[config.mk]
export PLATFORM = sky130hd
export DESIGN_NAME = pld_macrocell_reset_security
export DESIGN_NICKNAME = d
export VERILOG_FILES = /design/src/pld_mc_pkg.sv /design/src/pld_macrocell_reset_security.sv
export SDC_FILE = /design/constraint.sdc
export NUM_CORES = 1
export LEC_CHECK = 0
export ABC_AREA = 1
export BUFFER_PORTS_ARGS = -buffer_cell sky130_fd_sc_hd__buf_2
export CAP_MARGIN = 20
export CORE_MARGIN = 8
export CORE_UTILIZATION = 54
export DETAILED_ROUTE_END_ITERATION = 8
export PLACE_DENSITY = 0.82
export SLEW_MARGIN = 30
export SYNTH_ARGS = -nofsm -noshare
export SYNTH_HDL_FRONTEND = slang
export SYNTH_SLANG_ARGS = --single-unit
[constraint.sdc]
create_clock -name i_mclk -period 2.2 [get_ports i_mclk]
set_input_delay 0.11 -clock i_mclk [delete_from_list [all_inputs] [get_ports i_mclk]]
set_output_delay 0.11 -clock i_mclk [all_outputs]
set_load 0.01 [all_outputs]
[src/pld_mc_pkg.sv]
// Overview of operation
// - Power-up clears all macrocell registers to zero.
// - Registered pins read high after power-up.
// - Preload forces each register high or low.
// - Secured part refuses verify and preload.
// - Security lock acts immediately once set.
// - Sixty-four bit signature always readable.
// - Each macrocell has one of four uses.
// - Device runs in one of three modes.
// - Undriven inputs are seen as one.
// - Registered cells use common clock and enable.
// - Combinatorial cells outside simple mode: one enable, seven sum terms.
// - Complex mode outer cells have no feedback.
// - Simple mode centre cells always enabled outputs.
package pld_mc_pkg;
    typedef enum logic [2:0] {
        MODE_REG    = 3'b001,
        MODE_CPLX   = 3'b010,
        MODE_SIMPLE = 3'b100
    } mode_t;

    localparam logic [1:0] CFG_REG      = 2'h0;
    localparam logic [1:0] CFG_COMB_IO  = 2'h1;
    localparam logic [1:0] CFG_COMB_OUT = 2'h2;
    localparam logic [1:0] CFG_INPUT    = 2'h3;

    localparam int MC_N       = 8;
    localparam int MC_PT      = 8;
    localparam int CFG_W      = 2;
    localparam int MC_OUTER_A = 0;
    localparam int MC_OUTER_B = 7;
    localparam int MC_CTR_A   = 3;
    localparam int MC_CTR_B   = 4;

    localparam logic [7:0] A_CTRL    = 8'h00;
    localparam logic [7:0] A_MCFG    = 8'h04;
    localparam logic [7:0] A_PRELOAD = 8'h08;
    localparam logic [7:0] A_VERIFY  = 8'h0c;
    localparam logic [7:0] A_SIG_LO  = 8'h10;
    localparam logic [7:0] A_SIG_HI  = 8'h14;

    localparam int    CTRL_SEC_BIT = 3;
    localparam mode_t MODE_RST     = MODE_REG;

    localparam int         CLK_NS     = 5;
    localparam int         PR_MAX_NS  = 1000;
    localparam logic [7:0] PR_CYCLES  = 8'(PR_MAX_NS / CLK_NS);
endpackage

[src/pld_macrocell_reset_security.sv]
// The implementer's own choices: the APB slave port and the register addresses.
`timescale 1ns/1ps
module pld_macrocell_reset_security
    import pld_mc_pkg::*;
(
    // Clock and reset
    input  wire logic        i_mclk,
    input  wire logic        i_nrst,
    // APB slave
    input  wire logic        i_psel,
    input  wire logic        i_penable,
    input  wire logic        i_pwrite,
    input  wire logic [7:0]  i_paddr,
    input  wire logic [31:0] i_pwdata,
    output logic      [31:0] o_prdata,
    output logic             o_pready,
    output logic             o_pslverr,
    // Device pins
    input  wire logic        i_supply_ok,
    input  wire logic        i_clk_pin,
    input  wire logic        i_oe_pin_n,
    input  wire logic [1:0]  i_ctl_drv,
    input  wire logic [7:0]  i_in_pin,
    input  wire logic [7:0]  i_in_drv,
    input  wire logic [7:0]  i_io_pin,
    input  wire logic [7:0]  i_io_drv,
    output logic      [7:0]  o_io_out,
    output logic      [7:0]  o_io_oe,
    // Logic array
    input  wire logic [63:0] i_pterm,
    output logic      [17:0] o_array_in,
    output logic             o_por_busy
);
    localparam int SYNC_W = 37;

    logic [SYNC_W-1:0] sync1_q, sync2_q;
    logic              supply_s, clk_s, oe_n_s;
    logic [1:0]        ctl_drv_s;
    logic [7:0]        in_s, in_drv_s, io_s, io_drv_s;
    logic              clk_seen, oe_n_seen, clk_prev_q, clk_rise;
    logic [7:0]        in_seen, io_seen;
    logic [7:0]        por_cnt_q;
    logic              por_busy_q;
    logic              pready_q, pslverr_q, acc, done, wr;
    logic [31:0]       prdata_q, rdata;
    logic              err;
    logic              secure_q;
    mode_t             mode_q;
    logic [15:0]       mc_cfg_q;
    logic [63:0]       sig_q;
    logic [7:0]        mc_q, d_w, oe_w, out_w, fb_w, reg_mask, pt0_w, nin_mask;
    logic              preload_go;

    // Every pin crosses two flops first
    always_ff @(posedge i_mclk) begin
        if (!i_nrst) begin
            sync1_q <= '0;
            sync2_q <= '0;
        end else begin
            sync1_q <= {i_supply_ok, i_clk_pin, i_oe_pin_n, i_ctl_drv,
                        i_in_pin, i_in_drv, i_io_pin, i_io_drv};
            sync2_q <= sync1_q;
        end
    end

    assign {supply_s, clk_s, oe_n_s, ctl_drv_s, in_s, in_drv_s, io_s, io_drv_s} = sync2_q;

    // Weak pull-ups lose to any driver
    assign clk_seen  = clk_s | ~ctl_drv_s[0];
    assign oe_n_seen = oe_n_s | ~ctl_drv_s[1];
    assign in_seen   = in_s | ~in_drv_s;
    assign io_seen   = io_s | ~io_drv_s;

    always_ff @(posedge i_mclk) begin
        if (!i_nrst) begin
            clk_prev_q <= 1'b1;
        end else begin
            clk_prev_q <= clk_seen;
        end
    end

    assign clk_rise = clk_seen & ~clk_prev_q;

    // Power-up reset: held for the longest interval so late clocks are safe
    always_ff @(posedge i_mclk) begin
        if (!i_nrst || !supply_s) begin
            por_cnt_q <= '0;
        end else if (por_cnt_q != PR_CYCLES) begin
            por_cnt_q <= por_cnt_q + 8'h01;
        end
    end

    always_ff @(posedge i_mclk) begin
        if (!i_nrst) begin
            por_busy_q <= 1'b1;
        end else begin
            por_busy_q <= !(supply_s && por_cnt_q == PR_CYCLES);
        end
    end

    assign o_por_busy = por_busy_q;

    // APB: one wait state so read data comes from flops
    assign acc  = i_psel & i_penable;
    assign done = acc & pready_q;
    assign wr   = done & i_pwrite;

    always_comb begin
        err   = 1'b0;
        rdata = '0;
        case (i_paddr)
            A_CTRL: begin
                rdata = {28'h0, secure_q, mode_q};
                err   = i_pwrite & secure_q;
            end
            A_MCFG: begin
                rdata = secure_q ? 32'h0 : {16'h0, mc_cfg_q};
                err   = secure_q;
            end
            A_PRELOAD: err = secure_q;
            A_VERIFY: begin
                rdata = secure_q ? 32'h0 : {24'h0, mc_q};
                err   = secure_q | i_pwrite;
            end
            A_SIG_LO: rdata = sig_q[31:0];
            A_SIG_HI: rdata = sig_q[63:32];
            default:  err = 1'b1;
        endcase
    end

    always_ff @(posedge i_mclk) begin
        if (!i_nrst) begin
            pready_q  <= 1'b0;
            pslverr_q <= 1'b0;
            prdata_q  <= '0;
        end else begin
            pready_q <= acc & ~pready_q;
            if (acc && !pready_q) begin
                pslverr_q <= err;
                prdata_q  <= i_pwrite ? 32'h0 : rdata;
            end
        end
    end

    assign o_pready  = pready_q;
    assign o_pslverr = pslverr_q;
    assign o_prdata  = prdata_q;

    // Configuration; the fuse only clears on erase (reset)
    always_ff @(posedge i_mclk) begin
        if (!i_nrst) begin
            secure_q <= 1'b0;
            mode_q   <= MODE_RST;
            mc_cfg_q <= '0;
            sig_q    <= '0;
        end else if (wr && !err) begin
            case (i_paddr)
                A_CTRL: begin
                    secure_q <= i_pwdata[CTRL_SEC_BIT];
                    if (i_pwdata[2:0] == MODE_REG || i_pwdata[2:0] == MODE_CPLX ||
                        i_pwdata[2:0] == MODE_SIMPLE) begin
                        mode_q <= mode_t'(i_pwdata[2:0]);
                    end
                end
                A_MCFG:   mc_cfg_q      <= i_pwdata[15:0];
                A_SIG_LO: sig_q[31:0]   <= i_pwdata;
                A_SIG_HI: sig_q[63:32]  <= i_pwdata;
                default: ;
            endcase
        end
    end

    assign preload_go = wr && i_paddr == A_PRELOAD && !secure_q;

    always_ff @(posedge i_mclk) begin
        if (!i_nrst || por_busy_q) begin
            mc_q <= '0;
        end else if (preload_go) begin
            mc_q <= i_pwdata[7:0];
        end else if (clk_rise && mode_q == MODE_REG) begin
            mc_q <= d_w & reg_mask;
        end
    end

    for (genvar g = 0; g < MC_N; g++) begin : g_mc
        logic [MC_PT-1:0] pt;
        logic [1:0]       cfg;
        logic             c_oe, c_out, fb_ok, pin_val;

        assign pt      = i_pterm[g*MC_PT +: MC_PT];
        assign cfg     = mc_cfg_q[g*CFG_W +: CFG_W];
        assign pin_val = c_oe ? c_out : io_seen[g];

        always_comb begin
            c_oe  = 1'b0;
            c_out = 1'b0;
            fb_ok = (cfg != CFG_COMB_OUT);
            case (mode_q)
                MODE_REG: begin
                    if (cfg == CFG_REG) begin
                        c_oe  = ~oe_n_seen;
                        c_out = ~mc_q[g];
                    end else if (cfg != CFG_INPUT) begin
                        c_oe  = pt[0];
                        c_out = |pt[MC_PT-1:1];
                    end
                end
                MODE_CPLX: begin
                    if (cfg != CFG_INPUT || g == MC_OUTER_A || g == MC_OUTER_B) begin
                        c_oe  = pt[0];
                        c_out = |pt[MC_PT-1:1];
                    end
                    if (g == MC_OUTER_A || g == MC_OUTER_B) begin
                        fb_ok = 1'b0;
                    end
                end
                MODE_SIMPLE: begin
                    if (cfg != CFG_INPUT || g == MC_CTR_A || g == MC_CTR_B) begin
                        c_oe  = 1'b1;
                        c_out = |pt;
                    end
                    if (g == MC_CTR_A || g == MC_CTR_B) begin
                        fb_ok = 1'b0;
                    end
                end
                default: ;
            endcase
        end

        assign reg_mask[g] = (mode_q == MODE_REG) && (cfg == CFG_REG);
        assign d_w[g]      = |pt;
        assign oe_w[g]     = c_oe;
        assign out_w[g]    = c_out;
        assign fb_w[g]     = reg_mask[g] ? mc_q[g] : (fb_ok & pin_val);
        assign pt0_w[g]    = pt[0];
        assign nin_mask[g] = (cfg != CFG_INPUT);
    end

    assign o_io_oe  = oe_w;
    assign o_io_out = out_w;
    // Clock and enable pins only reach the array outside registered mode
    assign o_array_in = {fb_w, in_seen,
                         (mode_q != MODE_REG) & oe_n_seen,
                         (mode_q != MODE_REG) & clk_seen};

    chk_por_clear: assert property (@(posedge i_mclk) disable iff (!i_nrst)
        por_busy_q |=> (mc_q == 8'h00))
        else $error("register not cleared by power-up reset");

    chk_out_high: assert property (@(posedge i_mclk) disable iff (!i_nrst)
        $fell(por_busy_q) |-> ((o_io_out | ~reg_mask) == 8'hff))
        else $error("registered output not high after reset");

    chk_preload_load: assert property (@(posedge i_mclk) disable iff (!i_nrst)
        preload_go |=> (mc_q == $past(i_pwdata[7:0])))
        else $error("preload value not loaded");

    chk_secure_refuse: assert property (@(posedge i_mclk) disable iff (!i_nrst)
        (done && secure_q && (i_paddr == A_PRELOAD || i_paddr == A_VERIFY)) |-> o_pslverr)
        else $error("secured access not refused");

    chk_fuse_now: assert property (@(posedge i_mclk) disable iff (!i_nrst)
        (wr && i_paddr == A_CTRL && !secure_q && i_pwdata[CTRL_SEC_BIT]) |=> secure_q [*8])
        else $error("security lock not immediate");

    chk_sig_read: assert property (@(posedge i_mclk) disable iff (!i_nrst)
        (done && !i_pwrite && (i_paddr == A_SIG_LO || i_paddr == A_SIG_HI)) |-> !o_pslverr)
        else $error("signature read refused");

    chk_pullup_one: assert property (@(posedge i_mclk) disable iff (!i_nrst)
        ((o_array_in[9:2] | in_drv_s) == 8'hff) && ((io_seen | io_drv_s) == 8'hff))
        else $error("undriven input not seen high");

    chk_reg_oe: assert property (@(posedge i_mclk) disable iff (!i_nrst)
        (((o_io_oe ^ {8{~oe_n_seen}}) & reg_mask) == 8'h00))
        else $error("registered cell enable not from common pin");

    chk_cplx_oe: assert property (@(posedge i_mclk) disable iff (!i_nrst)
        (mode_q == MODE_CPLX) |-> (((o_io_oe ^ pt0_w) & nin_mask) == 8'h00))
        else $error("complex cell enable not first product term");

    chk_outer_nofb: assert property (@(posedge i_mclk) disable iff (!i_nrst)
        (mode_q == MODE_CPLX) |-> (!fb_w[MC_OUTER_A] && !fb_w[MC_OUTER_B]))
        else $error("outer cell feedback in complex mode");

    chk_centre_on: assert property (@(posedge i_mclk) disable iff (!i_nrst)
        (mode_q == MODE_SIMPLE) |-> (o_io_oe[MC_CTR_A] && o_io_oe[MC_CTR_B]))
        else $error("centre cell not enabled in simple mode");

    chk_clk_capture: assert property (@(posedge i_mclk) disable iff (!i_nrst)
        (clk_rise && !por_busy_q && !preload_go && mode_q == MODE_REG)
        |=> (mc_q == $past(d_w & reg_mask)))
        else $error("register missed clock edge");

    chk_por_len: assert property (@(posedge i_mclk) disable iff (!i_nrst)
        $fell(por_busy_q) |-> (por_cnt_q == PR_CYCLES))
        else $error("power-up reset ended early");

    chk_verify_blank: assert property (@(posedge i_mclk) disable iff (!i_nrst)
        (done && secure_q && !i_pwrite && (i_paddr == A_VERIFY || i_paddr == A_MCFG))
        |-> (o_prdata == 32'h0))
        else $error("secured configuration read not blanked");

    chk_mode_onehot: assert property (@(posedge i_mclk) disable iff (!i_nrst)
        $onehot(mode_q))
        else $error("mode not exactly one of three");
endmodule // pld_macrocell_reset_security

---- After elaboration in Yosys (flattened, before gate mapping) ----
Cells that the tools add are included.
operators by class
  add/subtract/negate cells ............... 1
  eq/ne operators ......................... 30
  muxes and demuxes ....................... 87
  bitwise gates (word level) .............. 37
  reductions and logical operators ........ 57
operators with widths
  operator             count
  $pmux 32 s5          1
  $mux 1               64
  $reduce_or 8->1      8
  $reduce_or 7->1      8
  $pmux 1 s3           16
  $mux 32              1
  $ne 2x2->1 const B   16
  $mux 8               3
  $and 1x1->1          16
  $eq 8x4->1 const B   2
  $eq 8x5->1 const B   2
  $logic_not 2->1      8
  $mux 16              1
  $not 8->8            2
  $or 8x8->8           2
  $logic_and 1x1->1    14
  $not 1->1            13
  $add 8x1->8 const B  1
  $and 8x8->8          1
  $eq 8x3->1 const B   1
  $eq 8x8->1 const B   1
  $logic_not 8->1      1
  $ne 8x8->1 const B   1
  $reduce_and 2->1     4
  other kinds (11)     25
storage, ports and cells
  register bits after elaboration ......... 210
  input port bits ......................... 146
  output and inout bits ................... 69
  logic and storage cells ................. 226

---- Depth between registers and ports, before layout ----
Gate-level depths: netlist of run 1.
  depth after elaboration ................. 8
  gate-level depth with buffers ........... 13
  depth with buffers taken out ............ 12

---- Worst setup path before layout of run 1 ----
No wires, ideal clock.
  kind .................................... register to output
  start ................................... register mode_q[1]
  end ..................................... output port o_array_in[14]
  data arrival time ....................... 1.493 ns
  data required time ...................... 2.090 ns
  path slack .............................. 0.597 ns
  stages on the path, launching flop included .. 9
  buffers on the path ..................... 1
  cells stage by stage .................... dfxtp_1 -> inv_1 -> nand3_1 -> buf_2 -> nor2_1 -> inv_1 -> o211ai_1 -> nor3b_1 -> o21ai_0
between the ends
  word-level cells in the longest chain between the ends .. 5
  elaborated cells between the ends (all ways) .. 10
  those cells by class .................... eq/ne: 3; mux: 5; bitwise: 1; reduce/logical: 1
ends and longest elaborated chain
  item                                line                                 text
  start, declared                     pld_macrocell_reset_security.sv:48   mode_t mode_q;
  start signal, assigned              pld_macrocell_reset_security.sv:162  mode_q <= mode_t'(i_pwdata[2:0]);
  $eq 3x3->1 (tied with other cells)  pld_macrocell_reset_security.sv:198  case (mode_q)
  $pmux 1 s3 (*)                      pld_macrocell_reset_security.sv:198
  named net g_mc[4].c_oe              pld_macrocell_reset_security.sv:188  logic c_oe, c_out, fb_ok, pin_val;
  $mux 1 (*)                          pld_macrocell_reset_security.sv:192  assign pin_val = c_oe ? c_out : io_seen[g];
  $and 1x1->1 (*)                     pld_macrocell_reset_security.sv:234  assign fb_w[g] = reg_mask[g] ? mc_q[g] : (fb_ok & pin_val);
  $mux 1 (*)                          pld_macrocell_reset_security.sv:234
  end, declared                       pld_macrocell_reset_security.sv:31   output logic [17:0] o_array_in,
Mark *: on every way through the listed nets, which the timed path passes. The rest lies on a longest branch.

---- Worst setup path after layout of run 1 ----
  start ................................... register mode_q[1]
  end ..................................... output port o_array_in[14]
between the ends
  word-level cells in the longest chain between the ends .. 5
  elaborated cells between the ends (all ways) .. 10
  those cells by class .................... eq/ne: 3; mux: 5; bitwise: 1; reduce/logical: 1
ends and longest elaborated chain
  item                                line
  $eq 3x3->1 (tied with other cells)  pld_macrocell_reset_security.sv:198
  $pmux 1 s3                          pld_macrocell_reset_security.sv:198
  $mux 1                              pld_macrocell_reset_security.sv:192
  $and 1x1->1                         pld_macrocell_reset_security.sv:234
  $mux 1 (*)                          pld_macrocell_reset_security.sv:234
Every way passes the cells marked *; elsewhere a longest branch is shown, timed or not.

==> out/metrics.csv, run 1 <==
stage,metric,value,unit
run_status,status,completed,
yosys,yosysTopAreaCell,dfxtp_1,
worst_hold_path,hold-path-endpoint,mc_q[2]$_SDFFE_PP0P_,
worst_setup_path,crit_path_top_delay_cell,dfxtp_4,
global_routing,antenna_found_initial,0,
worst_hold_path,hold-path-cell-count,7,
die,die_w,148,um
placement,post-place-ws,0.173,ns
worst_setup_path,path_max_fanout,6,
worst_hold_path,hold_start,i_pterm[16],
placement,place_congestion,0.912,
power,ir_drop,666,uV
timing,finalMaxSlewViolations,0,
yosys,synthTopCellsByCount,"408 x nand2_1, 219 x inv_1, 210 x dfxtp_1",
placement,dp_cells,1784,
yosys,async_flop_share,0,%
timing,setup_viol,0,
routing,drtPass1Iterations,5,
routing,first_iter_violations,661,
worst_setup_path,crit_type,reg -> out,
worst_setup_path,required,2.09,ns
global_routing,grt_pass1_vias,9186,
global_routing,grt_max_degree,137,
final_layout,layoutNonFillerInstCount,1899,
yosys,synth_flop_cell,dfxtp_1,
worst_setup_path,reg2reg_depth,8,
final_layout,final_net_count,1809,
yosys,syn_nets,1543,
cts,cts_tree,built,
power,cellLeakagePower,6.44,nW
yosys,synth_seq_cells,210,
worst_setup_path,rr_endpoint,sig_q[45]$_SDFFE_PN0P_,
final_layout,final_layout_size_suffix_gt1_share,20.4,%
power,powerDensity,662,nW/um2
worst_setup_path,startpoint_type,register,
worst_setup_path,rrSetupSlack,0.38,ns
final_layout,n_antenna_cell,0,
die,dieArea,21900,um2
timing,maxSlewHeadroom,53.9,%
cts,cts_buffers,22,
timing,min_period,2.20,ns
timing,rsz0062_at_grt,yes,
cts,h-tree-depth,1,
cts,clkTransAtPathRegs,0.06,ns
timing,finalCritPeriodShare,100,%
job,max-cap-violations,0,
routing,ant_nets,0,
yosys,synth_cell_types,42,
timing,worst_slew_pin_slew,0.689,ns
die,num_rows,48,
routing,avgViaCountPerCell,5.09,
die,start_util,54.8,%
worst_setup_path,cp-end-kind,output pin,
placement,dp_hpwl,18.0,mm
yosys,yosys_warnings,0,
routing,routedWlPerCell,14.4,um
die,ios,215,
die,coreArea,17200,um2
worst_setup_path,crit_buf_inv,5,
routing,dr_total_vias,9662,
worst_hold_path,hp-class,in -> reg,
global_routing,overflow,0,
yosys,yosysSeqAreaShare,44.7,%
cts,cts_buffer_depth,3,
yosys,netlist_instances,1395,
yosys,syn_area,9410,um2
cts,clk_latency,0.51,ns
yosys,synth.area.top_cells,"dfxtp_1 45%, nand2_1 16%, inv_1 8.7%",
timing,fin_skew,0.00743,ns
global_routing,grt_usage,23.9,%
yosys,netlist.area_leader.share,44.7,%
worst_setup_path,worstPathCellList,inv_4 > nand3_4 > buf_12 > nor2_4 > inv_1 > o211ai_1 > buf_4 > nand3_1 > nand2_1 > o21ai_1 > buf_2,
global_routing,grt_pass1_wl,43.4,mm
cts,cts-root-buf,clkbuf_16,
routing,wirelength,27.3,mm
yosys,synth_edf_count,0,
routing,drcViolationCount,0,
worst_setup_path,cp.depth,11,
timing,hold_violations,0,
cts,cts.sinks,210,
timing,fmax,455,MHz
timing,worst_slack,0.000350,ns
worst_setup_path,crit_arrival,2.09,ns
placement,place.port_buffers,214,
worst_setup_path,crit_family,buffers and inverters,
final_layout,syn_to_final_growth,30.2,%
yosys,synth.most_common_cell,nand2_1,
worst_setup_path,crit_path_max_incr_delay,0.35,ns
die,die_h,148,um
worst_setup_path,rr_startpoint,secure_q$_SDFFE_PN0P_,
yosys,synth.avg_cell_area,6.75,um2
## final cells by class
class | count | area (um2)
Tap cell | 225 | 282
Fill cell | 1353 | 4920
Timing Repair Buffer | 313 | 2080
Sequential cell | 210 | 4210
Clock inverter | 4 | 70.1
Clock buffer | 33 | 653
Inverter | 227 | 855
Multi-Input combinational cell | 887 | 4110
## per-layer routing
layer  track usage, %  wire length (um)  vias up
met5                0                 0        -
met1             27.3             10300     4371
met3             4.95              2400       66
li1                 -                 -     4808
met4             9.23               806        0
met2             42.8             13700      417
## power breakdown
part	internal, mW	total, mW	switching [mW]
clock network	2.27	3.71	1.45
logic	0.248	0.508	0.260
registers	3.87	3.89	0.0177
total	6.38	8.11	1.72
## registers in the layout, summed over array words and instances (netlist names), 3 cells and up
name,count
mode_q,3
sync2_q,37
sync1_q,37
o_prdata,32
mc_cfg_q,16
por_cnt_q,8
mc_q,8
sig_q,64
## worst max-delay path by stage
stage | end | from
6_report | o_array_in[14] | mode_q[1]$_SDFFE_PN0P_
4_1_cts | o_array_in[10] | mode_q[1]$_SDFFE_PN0P_
3_5_place_dp | sig_q[4]$_SDFFE_PN0P_ | i_paddr[6]
5_1_grt | o_array_in[16] | mode_q[2]$_SDFFE_PN0P_
3_3_place_gp | sig_q[20]$_SDFFE_PN0P_ | i_paddr[6]
2_1_floorplan | o_array_in[14] | mode_q[1]$_SDFFE_PN0P_
## worst min-delay path, delay by kind of cell
family / cells / cell delay, ns
buffers and inverters: 3 / 0.16
and+or+nand+nor: 4 / 0.28
## cells by family after synthesis
kind of cell             synth area share, %
XOR/XNOR                               0.186
adder cells (fa/ha/maj)                0.372
buffers and inverters                   13.0
AO/OA/AOI/OAI                           8.90
AND/OR/NAND/NOR                         32.9
flip-flops                              44.7
## per-stage QoR
step	setup TNS [ns]	power (mW)	utilization (%)	hold slack [ns]	instance area [um2]
floorplan	0	4.15	-	0.208	9410
global placement	0	4.35	61.7	0.291	10600
detailed placement	0	4.36	61.7	0.294	10600
CTS	-0.0359	8.16	70.3	0.0642	12100
global route	-0.291	8.36	71.3	0.126	12300
finish	0	8.11	71.3	0.0747	12300
## repair_timing
item,CTS,global route
endpoints found under the setup margin,6,8
pin swaps,2,6
gates resized for setup,13,41
cloned,1,1
buffers inserted,2,4
hold buffers,70,0
hold endpoints to repair,123,0
## layout by cell type, fill, tap and decap left out, types with 3 or more instances in the layout
master	n
nand4_1	28
nor3_1	11
nand3_4	4
nand3_1	44
clkbuf_8	4
a21oi_1	56
clkbuf_1	6
nor4_1	3
a211oi_1	4
o31ai_1	3
o221ai_1	6
dfxtp_1	207
or2_2	4
o22ai_1	23
dlygate4sd3_1	70
o211ai_1	12
o21ai_2	3
nand2_2	6
nand3_2	4
nor2_4	3
buf_4	23
buf_2	213
buf_12	5
o21ai_0	25
o21ai_1	4
nor2_2	18
nor3b_1	3
inv_1	211
clkbuf_16	24
nor2_1	194
nand2_1	407
inv_2	13
No activity file was read; power rests on OpenSTA's default activity.
==> run 2, diff against run 1 <==
Settings changed: CELL_PAD_IN_SITES_DETAIL_PLACEMENT set to 0, CELL_PAD_IN_SITES_GLOBAL_PLACEMENT set to 2, CORE_UTILIZATION 54 to 29.
==> run 2 against run 1 <==
Against the previous run:
- the flow now finishes with violations (negative setup slack)
- global-route usage down 8.9 points
- hold slack worse by 0.030 ns
- die area up 76%
- via count down 3.6%
- sequential share of layout area down 1.9 points
- cell area up 5.8%
- total power up 10%
- count of clock-buffer cells in the layout down 3
- flip-flop and latch count unchanged
- highest routed layer unchanged
==> out/metrics.csv, run 2 (synthesized netlist as in run 1, its figures left out) <==
stage,metric,value,unit
routing,wirelength,30.2,mm
timing,rsz0062_at_grt,yes,
placement,place.port_buffers,214,
run_status,status,"finished, violations left",
die,dieArea,38500,um2
worst_setup_path,crit_family,buffers and inverters,
final_layout,largest_reg_flops,64,
final_layout,fin_area,13000,um2
timing,worst_slack,-0.00684,ns
power,powerDensity,688,nW/um2
cts,clkTransAtPathRegs,0.06,ns
worst_hold_path,hp-class,in -> reg,
power,finalPower,8.93,mW
final_layout,n_antenna_cell,0,
routing,drcViolationCount,0,
timing,maxSlewHeadroom,51.6,%
timing,finalCritPeriodShare,100,%
placement,place_congestion,0.841,
timing,fmax,453,MHz
routing,ant_nets,0,
global_routing,grt_pass1_wl,47.1,mm
cts,cts-root-buf,clkbuf_16,
global_routing,grt_pass1_vias,8904,
timing,hold_violations,0,
final_layout,layoutNonFillerInstCount,2139,
cts,h-tree-depth,1,
timing,fin_skew,0.0153,ns
timing,worst_slew_pin_slew,0.724,ns
routing,avgViaCountPerCell,4.35,
worst_setup_path,rr_endpoint,mc_q[4]$_SDFFE_PP0P_,
placement,placed_area,10900,um2
worst_setup_path,cp-end-kind,output pin,
worst_setup_path,path_max_fanout,6,
power,intPower,6.92,mW
final_layout,final_layout_size_suffix_gt1_share,22.6,%
timing,min_period,2.21,ns
power,cellLeakagePower,6.64,nW
power,switching_share,22.5,%
cts,cts_buffers,26,
final_layout,largest_register,sig_q,
final_layout,top_regs,"sig_q x64, sync1_q x37, sync2_q x37",
timing,tns,-0.00684,ns
worst_setup_path,reg2reg_depth,9,
run_status,violations,negative setup slack,
global_routing,grt_usage,15.0,%
worst_setup_path,required,2.09,ns
global_routing,grt_max_degree,100,
final_layout,final_net_count,1828,
final_layout,final_core_util,40.2,%
job,max-cap-violations,0,
power,switchingPower,2.01,mW
timing,whs,0.0447,ns
worst_hold_path,hold-path-endpoint,mc_q[7]$_SDFFE_PP0P_,
placement,dp_hpwl,21.2,mm
routing,drtPass1Iterations,5,
worst_setup_path,rrSetupSlack,0.36,ns
global_routing,antenna_found_initial,0,
placement,dp_cells,2005,
worst_setup_path,crit_path_max_incr_delay,0.36,ns
global_routing,overflow,0,
die,start_util,29.2,%
cts,clk_latency,0.53,ns
worst_setup_path,crit_path_top_delay_cell,dfxtp_4,
final_layout,syn_to_final_growth,37.7,%
worst_setup_path,cp_common_cell,o211ai_1,
final_layout,mostFrequentLayoutCells,"405 x nand2_1, 213 x buf_2, 211 x inv_1, 207 x dfxtp_1, 192 x nor2_1",
placement,post-place-ws,0.208,ns
power,power_frac_seq,43.5,%
worst_hold_path,hold-path-cell-count,6,
worst_setup_path,rr_startpoint,mode_q[1]$_SDFFE_PN0P_,
worst_hold_path,hold_start,i_pterm[56],
worst_setup_path,startpoint_type,register,
cts,cts.sinks,210,
die,die_h,196,um
final_layout,final_common_cell,nand2_1,
timing,setup_viol,1,
die,ios,215,
routing,first_iter_violations,425,
worst_setup_path,crit_type,reg -> out,
worst_setup_path,crit_arrival,2.10,ns
power,p_clk_share,50.7,%
die,die_w,196,um
cts,cts_buffer_depth,3,
routing,routedWlPerCell,14.1,um
worst_setup_path,crit_buf_inv,4,
die,num_rows,66,
power,ir_drop,569,uV
cts,cts_tree,built,
timing,finalMaxSlewViolations,0,
die,coreArea,32300,um2
routing,dr_total_vias,9313,
power,pwr-share-comb,5.8,%
worst_setup_path,worstPathCellList,inv_4 > nand3_4 > buf_12 > inv_6 > nand2_2 > o211ai_1 > nand3_1 > o211ai_1 > nand2_1 > buf_2,
[run 2: power groups by stage]
stage	logic, mW	registers [mW]	clock network (mW)
after floorplan	0.184	3.97	0
after global placement	0.413	3.97	0
after detailed placement	0.415	3.97	0
after CTS	0.518	3.89	4.69
after global routing	0.582	3.89	4.83
final	0.519	3.88	4.52
[run 2: area by class of cell]
| type | count | area (um2) |
|---|---|---|
| clock inverter | 15 | 233 |
| sequential | 210 | 4210 |
| clock buffer | 30 | 676 |
| tap | 442 | 553 |
| inverter | 227 | 865 |
| timing repair buffer | 328 | 2230 |
| multi-input combinational | 887 | 4200 |
| fill | 3461 | 19300 |
[run 2: worst reg2reg max path: cells and delay by family, from the launching register on]
kind | cells | cell delay (ns)
AO/OA/AOI/OAI | 1 | 0.10
AND/OR/NAND/NOR | 3 | 0.58
buffers and inverters | 5 | 0.75
flip-flops | 1 | 0.36
[run 2: worst max path at each step]
stage                           start                         to  cells past startpoint
2_1_floorplan  mode_q[1]$_SDFFE_PN0P_             o_array_in[14]                      8
3_3_place_gp               i_paddr[0]  o_prdata[13]$_SDFFE_PN0P_                     12
3_5_place_dp               i_paddr[0]  o_prdata[13]$_SDFFE_PN0P_                     12
4_1_cts        mode_q[1]$_SDFFE_PN0P_             o_array_in[10]                     10
5_1_grt        mode_q[1]$_SDFFE_PN0P_             o_array_in[13]                     10
6_report       mode_q[1]$_SDFFE_PN0P_             o_array_in[17]                     10
[run 2: timing repair]
item	in CTS	in global routing
hold buffers	70	0
gates cloned	1	1
resized for setup	36	45
setup buffers	3	14
pin swaps	5	19
hold endpoints to repair	129	0
endpoints found under the setup margin	9	8
[run 2: metal layers]
metal	GRT usage (%)	up-vias	share of wire [%]
met1	18.6	4225	45
met2	26.3	191	48
met5	0	-	0
met4	3.23	0	1.4
met3	3.20	38	5.6
li1	-	4859	-
